==> src/cid_pkg.sv <==
// cid_pkg: encodings, field layout and constants of the identification registers
// assumes: included first; shared by the register block and its bench
package cid_pkg;

    // coprocessor read/write request from the pipeline, one cycle wide
    typedef struct packed {
        logic        valid;   // request strobe
        logic        write;   // 1 = write, 0 = read
        logic        priv;    // 1 = privileged mode
        logic [2:0]  opc1;    // first opcode
        logic [3:0]  crn;     // primary register
        logic [3:0]  crm;     // secondary register
        logic [2:0]  opc2;    // second opcode
        logic [31:0] wdata;   // write data
    } cid_req_t;

    // answer, one cycle after the request
    typedef struct packed {
        logic        valid;   // read data valid
        logic        undef;   // access refused
        logic [31:0] data;    // read data
    } cid_rsp_t;

    // register encodings: opc1 / opc2 with crn = crm = c0
    localparam logic [2:0] AFF_OPC1 = 3'h0;
    localparam logic [2:0] AFF_OPC2 = 3'h5;
    localparam logic [2:0] REV_OPC1 = 3'h0;
    localparam logic [2:0] REV_OPC2 = 3'h6;
    localparam logic [2:0] GEO_OPC1 = 3'h1;
    localparam logic [2:0] GEO_OPC2 = 3'h0;
    localparam logic [2:0] SEL_OPC1 = 3'h2;
    localparam logic [2:0] SEL_OPC2 = 3'h0;
    localparam logic [3:0] CR_ZERO  = 4'h0;

    // affinity layout
    localparam int         AFF_FMT_BIT = 31;
    localparam int         AFF_UP_BIT  = 30;
    localparam int         AFF_CLU_LSB = 8;
    localparam int         AFF_CORE_LSB = 0;
    localparam logic       AFF_FMT_VAL = 1'b1;

    // cache geometry layout
    localparam int         GEO_POL_LSB  = 28;
    localparam int         GEO_SETS_LSB = 13;
    localparam int         GEO_WAYS_LSB = 3;
    localparam int         GEO_LINE_LSB = 0;
    localparam logic [3:0] GEO_POL_ICACHE = 4'h2;
    localparam logic [3:0] GEO_POL_DCACHE = 4'h7;
    localparam logic [9:0] GEO_WAYS_VAL   = 10'h003;
    localparam logic [2:0] GEO_LINE_VAL   = 3'h1;
    localparam logic [14:0] GEO_SETS_16K  = 15'h007f;
    localparam logic [14:0] GEO_SETS_32K  = 15'h00ff;
    localparam logic [14:0] GEO_SETS_64K  = 15'h01ff;

    // selection register: bit 0 picks instruction cache, level field reads zero
    localparam int         SEL_IND_BIT = 0;
    localparam logic       SEL_RST     = 1'b0;

    // arbitrary neutral revision value
    localparam logic [31:0] REV_DEFAULT = 32'h0000_0000;

endpackage : cid_pkg

==> src/cid_regs.sv <==
// cid_regs: identification registers on the system control coprocessor port
// assumes: pipeline presents one request per cycle, answer taken next cycle;
//          cluster pins are asynchronous straps, core index stable around reset
//
// Contract
// - affinity bit 31 always reads one, marking the multiprocessor format
// - affinity bit 30 reads one for uniprocessor, zero for cluster member
// - affinity bits 11:8 show the synchronised cluster select pins
// - uniprocessor build returns zero in the cluster number field
// - uniprocessor build uses no cluster select pins at all
// - core index in bits 1:0; fixed zero in uniprocessor build
// - affinity is read at opcode 0, c0, c0, 5
// - one revision copy, same value in both security states
// - revision returns a 32-bit value fixed by the implementation
// - revision is read at opcode 0, c0, c0, 6
// - revision and cache geometry refused outside privileged modes
// - cache geometry describes the cache picked by the selection register
// - affinity privileged only, same in both security states
// - geometry bits 31:28 read 0010 for instruction, 0111 for data
// - geometry associativity reads ways minus one, four ways
`timescale 1ns/1ns
`default_nettype none

module cid_regs
    import cid_pkg::*;
#(
    parameter bit          UNIPROC   = 1'b0,         // standalone core build
    parameter logic [31:0] REV_VALUE = REV_DEFAULT,  // arbitrary value
    parameter logic [14:0] CACHE_SETS = GEO_SETS_32K // sets minus one
) (
    input  wire logic            sys_clk,      // core clock, 125 MHz
    input  wire logic            arst_n,       // async reset, active low
    input  wire logic [3:0]      cluster_select_pins, // cluster straps
    input  wire logic [1:0]      core_index,   // core number strap
    input  wire cid_pkg::cid_req_t req,        // coprocessor request
    output var cid_pkg::cid_rsp_t rsp          // registered answer
);
    import cid_pkg::*;

    generate
        if (CACHE_SETS != GEO_SETS_16K && CACHE_SETS != GEO_SETS_32K &&
            CACHE_SETS != GEO_SETS_64K) begin : g_bad_sets
            $error("cid_regs: unsupported cache size");
        end
    endgenerate

    ////////////////////////////////////////////////////////////////////////
    // reset release and input synchronisers

    logic       rst_s1;
    logic       rst_n;
    logic [3:0] clu_s1;
    logic [3:0] clu_q;
    logic       strap_done;
    logic [1:0] core_q;
    logic       next_strap_done;
    logic [1:0] next_core_q;

    always_ff @(posedge sys_clk or negedge arst_n) begin
        if (!arst_n) begin
            rst_s1 <= 1'b0;
            rst_n  <= 1'b0;
        end else begin
            rst_s1 <= 1'b1;
            rst_n  <= rst_s1;
        end
    end

    // straps may move at any time, so only the second stage is read
    always_ff @(posedge sys_clk or negedge rst_n) begin
        if (!rst_n) begin
            clu_s1 <= 4'h0;
            clu_q  <= 4'h0;
        end else begin
            clu_s1 <= cluster_select_pins;
            clu_q  <= clu_s1;
        end
    end

    // core strap passes two stages like any pin; they clear on the raw reset only,
    // so the strap is through them before the internal reset lifts
    logic [1:0] core_s1;
    logic [1:0] core_s2;

    always_ff @(posedge sys_clk or negedge arst_n) begin
        if (!arst_n) begin
            core_s1 <= 2'h0;
            core_s2 <= 2'h0;
        end else begin
            core_s1 <= core_index;
            core_s2 <= core_s1;
        end
    end

    // core index is caught once, on the first edge after release
    always_comb begin
        next_strap_done = 1'b1;
        next_core_q     = core_q;
        if (!strap_done)
            next_core_q = UNIPROC ? 2'h0 : core_s2;
    end

    always_ff @(posedge sys_clk or negedge rst_n) begin
        if (!rst_n) begin
            strap_done <= 1'b0;
            core_q     <= 2'h0;
        end else begin
            strap_done <= next_strap_done;
            core_q     <= next_core_q;
        end
    end

    ////////////////////////////////////////////////////////////////////////
    // decode

    function automatic logic enc_hit(cid_req_t r, logic [2:0] o1, logic [2:0] o2);
        return r.valid && r.opc1 == o1 && r.opc2 == o2 &&
               r.crn == CR_ZERO && r.crm == CR_ZERO;
    endfunction

    logic hit_aff;
    logic hit_rev;
    logic hit_geo;
    logic hit_sel;
    assign hit_aff = enc_hit(req, AFF_OPC1, AFF_OPC2);
    assign hit_rev = enc_hit(req, REV_OPC1, REV_OPC2);
    assign hit_geo = enc_hit(req, GEO_OPC1, GEO_OPC2);
    assign hit_sel = enc_hit(req, SEL_OPC1, SEL_OPC2);

    ////////////////////////////////////////////////////////////////////////
    // register values; no security state input: one copy serves both

    logic        sel_ind;
    logic [31:0] aff_val;
    logic [31:0] geo_val;

    always_comb begin
        aff_val = 32'h0000_0000;
        aff_val[AFF_FMT_BIT] = AFF_FMT_VAL;
        aff_val[AFF_UP_BIT]  = UNIPROC;
        // uniprocessor build never looks at the cluster pins
        aff_val[AFF_CLU_LSB +: 4] = UNIPROC ? 4'h0 : clu_q;
        aff_val[AFF_CORE_LSB +: 2] = core_q;
    end

    always_comb begin
        geo_val = 32'h0000_0000;
        geo_val[GEO_POL_LSB +: 4] = sel_ind ? GEO_POL_ICACHE : GEO_POL_DCACHE;
        geo_val[GEO_SETS_LSB +: 15] = CACHE_SETS;
        geo_val[GEO_WAYS_LSB +: 10] = GEO_WAYS_VAL;
        geo_val[GEO_LINE_LSB +: 3]  = GEO_LINE_VAL;
    end

    ////////////////////////////////////////////////////////////////////////
    // access and answer

    logic     next_sel_ind;
    cid_rsp_t next_rsp;

    always_comb begin
        next_sel_ind = sel_ind;
        next_rsp     = '0;
        if (req.valid) begin
            if (!req.priv) begin
                next_rsp.undef = 1'b1;
            end else if (hit_sel) begin
                if (req.write)
                    next_sel_ind = req.wdata[SEL_IND_BIT];
                else
                    next_rsp.data[SEL_IND_BIT] = sel_ind;
                next_rsp.valid = !req.write;
            end else if (req.write) begin
                // id registers are read-only; a write is refused unchanged
                next_rsp.undef = 1'b1;
            end else if (hit_aff) begin
                next_rsp.valid = 1'b1;
                next_rsp.data  = aff_val;
            end else if (hit_rev) begin
                next_rsp.valid = 1'b1;
                next_rsp.data  = REV_VALUE;
            end else if (hit_geo) begin
                next_rsp.valid = 1'b1;
                next_rsp.data  = geo_val;
            end else begin
                next_rsp.undef = 1'b1;
            end
        end
    end

    always_ff @(posedge sys_clk or negedge rst_n) begin
        if (!rst_n) begin
            sel_ind <= SEL_RST;
            rsp     <= '0;
        end else begin
            sel_ind <= next_sel_ind;
            rsp     <= next_rsp;
        end
    end
endmodule : cid_regs

`default_nettype wire

==> config.mk <==
export PLATFORM = sky130hd
export DESIGN_NAME = cid_regs
export DESIGN_NICKNAME = d
export VERILOG_FILES = /design/src/cid_pkg.sv /design/src/cid_regs.sv
export SDC_FILE = /design/constraint.sdc
export NUM_CORES = 1
export LEC_CHECK = 0
export ABC_AREA = 1
export ABC_CLOCK_PERIOD_IN_PS = 1950
export BUFFER_PORTS_ARGS = -buffer_cell sky130_fd_sc_hd__buf_2
export CAP_MARGIN = 20
export CORE_ASPECT_RATIO = 1.2
export CORE_MARGIN = 2
export CORE_UTILIZATION = 43
export DETAILED_ROUTE_END_ITERATION = 8
export GPL_TIMING_DRIVEN = 0
export PLACE_DENSITY = 0.88
export SYNTH_ARGS = -nofsm -noshare
export SYNTH_HDL_FRONTEND = slang
export SYNTH_SLANG_ARGS = --single-unit
==> constraint.sdc <==
create_clock -name sys_clk -period 1.95 [get_ports sys_clk]
set_input_delay 0.0975 -clock sys_clk [delete_from_list [all_inputs] [get_ports sys_clk]]
set_output_delay 0.0975 -clock sys_clk [all_outputs]
set_load 0.05 [all_outputs]
==> flow_summary.json, run 1 <==
{
  "multi_input_area_um2": 332.8,
  "layout_commonest_cell": "buf_2",
  "vias_per_cell": 3.996,
  "diodes": 0,
  "skew_ns": 0.007145,
  "ff_latch_area_um2": 725.7,
  "drv_slew": 0,
  "critPathMaxStageDelay_ns": 0.51,
  "clkPwrFrac": 0.383,
  "p_leak_nw": 1.049,
  "crit_path_start_kind": "register",
  "grt_pass1_vias": 922,
  "cts_max_level": 2,
  "ant_nets": 0,
  "first_iter_violations": 9,
  "grt_max_degree": 24,
  "gp_congestion": 0.7018,
  "p_int_uw": 985.0,
  "ios": 91,
  "cp_num_buf_inv": 2,
  "slowest_stage": "dfrtp_1",
  "crit_chain": "buf_4, buf_2",
  "p_sw_frac": 0.2269,
  "grt_overflow_total": 0,
  "die_area_mm2": 0.003409,
  "stdcell_count": 240,
  "worst_slew_pin_slew_ns": 0.8488,
  "dp_slack_ns": 0.8481,
  "synthTopCellsByArea": "dfrtp_1 (57%), buf_4 (14%), inv_1 (5.9%)",
  "rsz0062_at_grt": "false",
  "p_per_area_mw_per_mm2": 716.1,
  "ir_worst_vdd_v": 0.0004796,
  "cts_buffer_depth": 2,
  "drive_gt1_frac": 0.4563,
  "setup.worst_path.class": "reg2out",
  "hold_class": "in2async",
  "combPwrFrac": 0.118,
  "cp_max_fo": 11,
  "synth_top_area_cell": "dfrtp_1",
  "initial_utilization": 0.4522,
  "period_needed_ns": 1.317,
  "postCtsSetupBuffers": 0,
  "antenna_found_initial": 0,
  "status": "completed",
  "area_growth_pct": 39.96,
  "postCtsHoldBufs": 8,
  "path_clk_slew_ns": 0.09,
  "yosysTopAreaCellShare": 0.5709,
  "setup_ws_ns": 0.6330,
  "endpoint_kind": "output pin",
  "drt-total-wl_mm": 1.994,
  "routedWlPerCell_um": 8.308,
  "first_pass_iters": 4,
  "arrival_ns": 1.22,
  "clock-sinks": 29,
  "clk_latency_ns": 0.31,
  "layout_common_cells": "buf_2 (47), dfrtp_1 (29), buf_4 (23), inv_1 (20), nor2_1 (15)",
  "dpl.hpwl_mm": 1.533,
  "rows": 21,
  "syn_inst": 129,
  "fin_crit_sh": 0.6754,
  "num_vias": 959,
  "cp_top_family": "flip-flops",
  "drc": 0,
  "yosysUniqueCellTypes": 18,
  "core_mm2": 0.002811,
  "portBuffers": 47,
  "max-cap-violations": 0,
  "final_nets": 262,
  "grt_pass1_wl_mm": 3.456,
  "crit_required_ns": 1.85,
  "cts-root-buf": "clkbuf_4",
  "cts_resized": 0,
  "hold_viol": 0,
  "switchingPower_uw": 289.2,
  "fmax_ghz": 0.7593,
  "p_seq_frac": 0.498,
  "ys.warnings.count": 0,
  "maxSlewHeadroom": 0.4342,
  "synth_seq_cells": 29,
  "die_width_um": 53.64,
  "grtUsageTotal": 0.1403,
  "ys_seq_area_frac": 0.5709,
  "synth_area_mm2": 0.001271,
  "fillers": 259,
  "dp.cells": 222,
  "setup_viol": 0,
  "die_y_um": 63.56,
  "fin_tns_setup_ns": 0,
  "cts-buffers-inserted": 5,
  "syn_area_per_cell_um2": 9.854,
  "cts_tree": "built",
  "fin_util": 0.6328
}
[Yosys cell counts (all sizes together)]
| master | number |
|---|---|
| a21oi | 4 |
| buf | 23 |
| conb | 2 |
| dfrtp | 29 |
| inv | 22 |
| nand2 | 14 |
| nand3 | 5 |
| nand4 | 2 |
| nor2 | 22 |
| nor3 | 3 |
| o21ai | 3 |
[cell families after synthesis]
logic type,Yosys count,synth area share
compound gates,7,0.02756
buf+inv,45,0.2028
flops,29,0.5709
other cells,2,0.005908
simple gates,46,0.1929
[path summary, 6_finish.rpt]
check / startpoint / to / slack, ns / cells after the start
max: rsp[29]$_DFF_PN0_ / rsp[15] / 0.63 / 2
min: arst_n / core_s1[1]$_DFF_PN0_ / 0.12 / 2
max reg2reg: rst_n$_DFF_PN0_ / rsp[33]$_DFF_PN0_ / 1.06 / 0
min reg2reg: rst_n$_DFF_PN0_ / clu_s1[1]$_DFF_PN0_ / 0.35 / 0
max in group asynchronous: rst_n$_DFF_PN0_ / rsp[33]$_DFF_PN0_ / 1.06 / 0
min in group sys_clk: req[47] / rsp[0]$_DFF_PN0_ / 0.17 / 4
[power by group through the flow]
stage	logic (mW)	registers (mW)	clock network, mW
floorplan	0.0965	0.648	0
global placement	0.132	0.646	0
detailed placement	0.135	0.648	0
CTS	0.147	0.636	0.507
global route	0.164	0.639	0.547
finish	0.151	0.635	0.488
[sequential cells by signal (all words and copies together), names as in the netlist]
signal	cells
rsp	11
clu_q	4
clu_s1	4
core_q	2
core_s1	2
core_s2	2
rst_n	1
rst_s1	1
sel_ind	1
strap_done	1
[metrics by stage]
| stage | total power [mW] | instance area [um^2] | hold WS [ns] |
|---|---|---|---|
| finish | 1.274 | 1779 | 0.1214 |
| global route | 1.351 | 1779 | 0.1121 |
| CTS | 1.290 | 1759 | 0.005029 |
| detailed placement | 0.7828 | 1594 | -0.07707 |
| global placement | 0.7787 | 1594 | -0.07919 |
| floorplan | 0.7445 | 1316 | -0.1981 |
[routing by layer]
layer	GRT usage	wire length [um]
met1	0.1285	731
met2	0.2577	1085
met3	0.05687	162
met4	0.05769	15
met5	0	0
[final cells by class]
cell class                      instances  area share
Buffer                                 23     0.09705
Clock buffer                            7     0.03094
Clock inverter                          1     0.01688
Inverter                               22     0.04782
Multi-Input combinational cell         67      0.1871
Sequential cell                        29      0.4079
Tap cell                               34     0.02391
Timing Repair Buffer                   57      0.1885
Note: power is estimated with default switching activity, not from simulation.
==> run 2, diff against run 1 <==
ABC_CLOCK_PERIOD_IN_PS = 1300   (was 1950)
CORE_UTILIZATION = 40   (was 43)
PLACE_DENSITY = 0.83   (was 0.88)
clock period = 1.3 ns   (was 1.95 ns; I/O delays follow)
==> flow_summary.json, run 2 (synthesis gave the netlist of run 1 again) <==
{
  "cp_max_fo": 4,
  "dp_slack_ns": 0.2360,
  "max-cap-violations": 0,
  "ant_nets": 0,
  "grt_pass1_wl_mm": 3.525,
  "clock-sinks": 29,
  "fin_crit_sh": 0.9667,
  "drv_slew": 0,
  "num_vias": 952,
  "path_clk_slew_ns": 0.09,
  "first_iter_violations": 5,
  "regMostFlops": "rsp",
  "p_leak_nw": 1.063,
  "largest_reg_flops": 11,
  "vias_per_cell": 3.918,
  "ir_worst_vdd_v": 0.0008563,
  "reg_top3": "rsp (11), clu_q (4), clu_s1 (4)",
  "portBuffers": 47,
  "skew_ns": 0.008503,
  "stdcell_count": 243,
  "die_area_mm2": 0.003647,
  "use_met1": 0.1100,
  "drc": 0,
  "cts_max_level": 2,
  "setup_viol": 0,
  "use_met3": 0.04528,
  "final_cell_area_mm2": 0.001819,
  "cts_buffer_depth": 2,
  "initial_utilization": 0.4161,
  "first_pass_iters": 4,
  "dp.cells": 224,
  "clk_latency_ns": 0.31,
  "crit_required_ns": 1.50,
  "hold_class": "in2async",
  "cts_tree": "built",
  "hold_viol": 0,
  "layout_commonest_cell": "buf_2",
  "arrival_ns": 1.45,
  "layout_common_cells": "buf_2 (47), dfrtp_1 (28), buf_4 (24), inv_1 (20), conb_1 (14)",
  "grt_overflow_total": 0,
  "maxSlewHeadroom": 0.4433,
  "area_growth_pct": 43.11,
  "die_y_um": 65.76,
  "busiest_layer": "met2",
  "diodes": 0,
  "core_mm2": 0.003055,
  "rows": 22,
  "fmax_ghz": 0.7958,
  "grt_max_degree": 24,
  "setup_ws_ns": 0.04333,
  "antenna_found_initial": 0,
  "dpl.hpwl_mm": 1.485,
  "crit_path_start_kind": "input pin",
  "p_per_area_mw_per_mm2": 1054,
  "gp_congestion": 0.8023,
  "final_nets": 263,
  "grtUsageTotal": 0.1275,
  "routedWlPerCell_um": 8.366,
  "period_needed_ns": 1.257,
  "fillers": 284,
  "grt_pass1_vias": 909,
  "grt_util_met2": 0.2530,
  "status": "completed",
  "die_width_um": 55.46,
  "power_mw": 1.917,
  "place_area_mm2": 0.001597,
  "endpoint_kind": "register",
  "worst_slew_pin_slew_ns": 0.8351,
  "setup.worst_path.class": "in2reg",
  "cts-root-buf": "clkbuf_4",
  "cts-buffers-inserted": 5,
  "drt-total-wl_mm": 2.033,
  "drive_gt1_frac": 0.4928,
  "ios": 91
}
run 2: cell types whose count changed in the layout (fill, tap and decap cells not counted), sizes merged:
cell / previous run / this run
buf: 70 / 71
run 2: what timing repair did:
| action | CTS | global route |
|---|---|---|
| gates cloned | 0 | 0 |
| buffers inserted | 0 | 1 |
| pin swaps | 0 | 1 |
| endpoints found under the hold margin | 14 | 0 |
| gates resized for setup | 1 | 8 |
| hold buffers | 10 | 0 |
| endpoints found under the setup margin | 1 | 1 |
run 2: layout make-up:
type	instances	area, um^2	share of cell area
plain buffers	23	172.7	0.09491
clock inverters	1	30.03	0.01651
multi-input cells	67	361.6	0.1988
repair buffers	58	342.8	0.1884
flip-flops and latches	29	726.9	0.3996
well taps	36	45.04	0.02476
clock buffers	7	55.05	0.03026
inverters	22	85.08	0.04677
run 2: routing by layer:
layer | routed length (um) | up-vias
met3 | 160 | 4
met5 | 0 | -
met4 | 24 | 0
met1 | 684 | 403
li1 | - | 505
met2 | 1164 | 40
run 2: per-stage QoR:
step | hold slack [ns] | util | setup TNS [ns]
final | 0.1071 | 0.5954 | 0
after global routing | 0.1086 | 0.5954 | -0.06383
after detailed placement | -0.1075 | 0.5225 | 0
after CTS | 0.08627 | 0.5835 | 0
after floorplan | -0.2306 | - | 0
after global placement | -0.1100 | 0.5225 | 0
run 2: report_power, final:
part	leakage, nW	internal [mW]	total, mW	switching, mW
clock	0.0455	0.459	0.732	0.273
combinational	0.657	0.0885	0.234	0.145
sequential	0.361	0.931	0.952	0.0204
run 2: path summary, 6_finish.rpt:
| kind | cells after the start | slack (ns) | end | start |
|---|---|---|---|---|
| setup / recovery | 8 | 0.04 | rsp[32]$_DFF_PN0_ | req[42] |
| hold / removal | 2 | 0.11 | rst_s1$_DFF_PN0_ | arst_n |
| min in group sys_clk | 4 | 0.15 | rsp[0]$_DFF_PN0_ | req[47] |
| hold reg to reg | 0 | 0.35 | core_q[0]$_DFFE_PN0N_ | rst_n$_DFF_PN0_ |
| max in group asynchronous | 0 | 0.37 | rsp[29]$_DFF_PN0_ | rst_n$_DFF_PN0_ |
| setup reg to reg | 0 | 0.37 | rsp[29]$_DFF_PN0_ | rst_n$_DFF_PN0_ |
run 2: critical path, cell delays in order:
cell           delay [ns]
buf_2                0.09
nor2_1               0.16
nand2_2              0.11
nor2_4               0.18
nand4_1              0.14
nand3_1              0.10
a21oi_1              0.06
dlygate4sd3_1        0.55
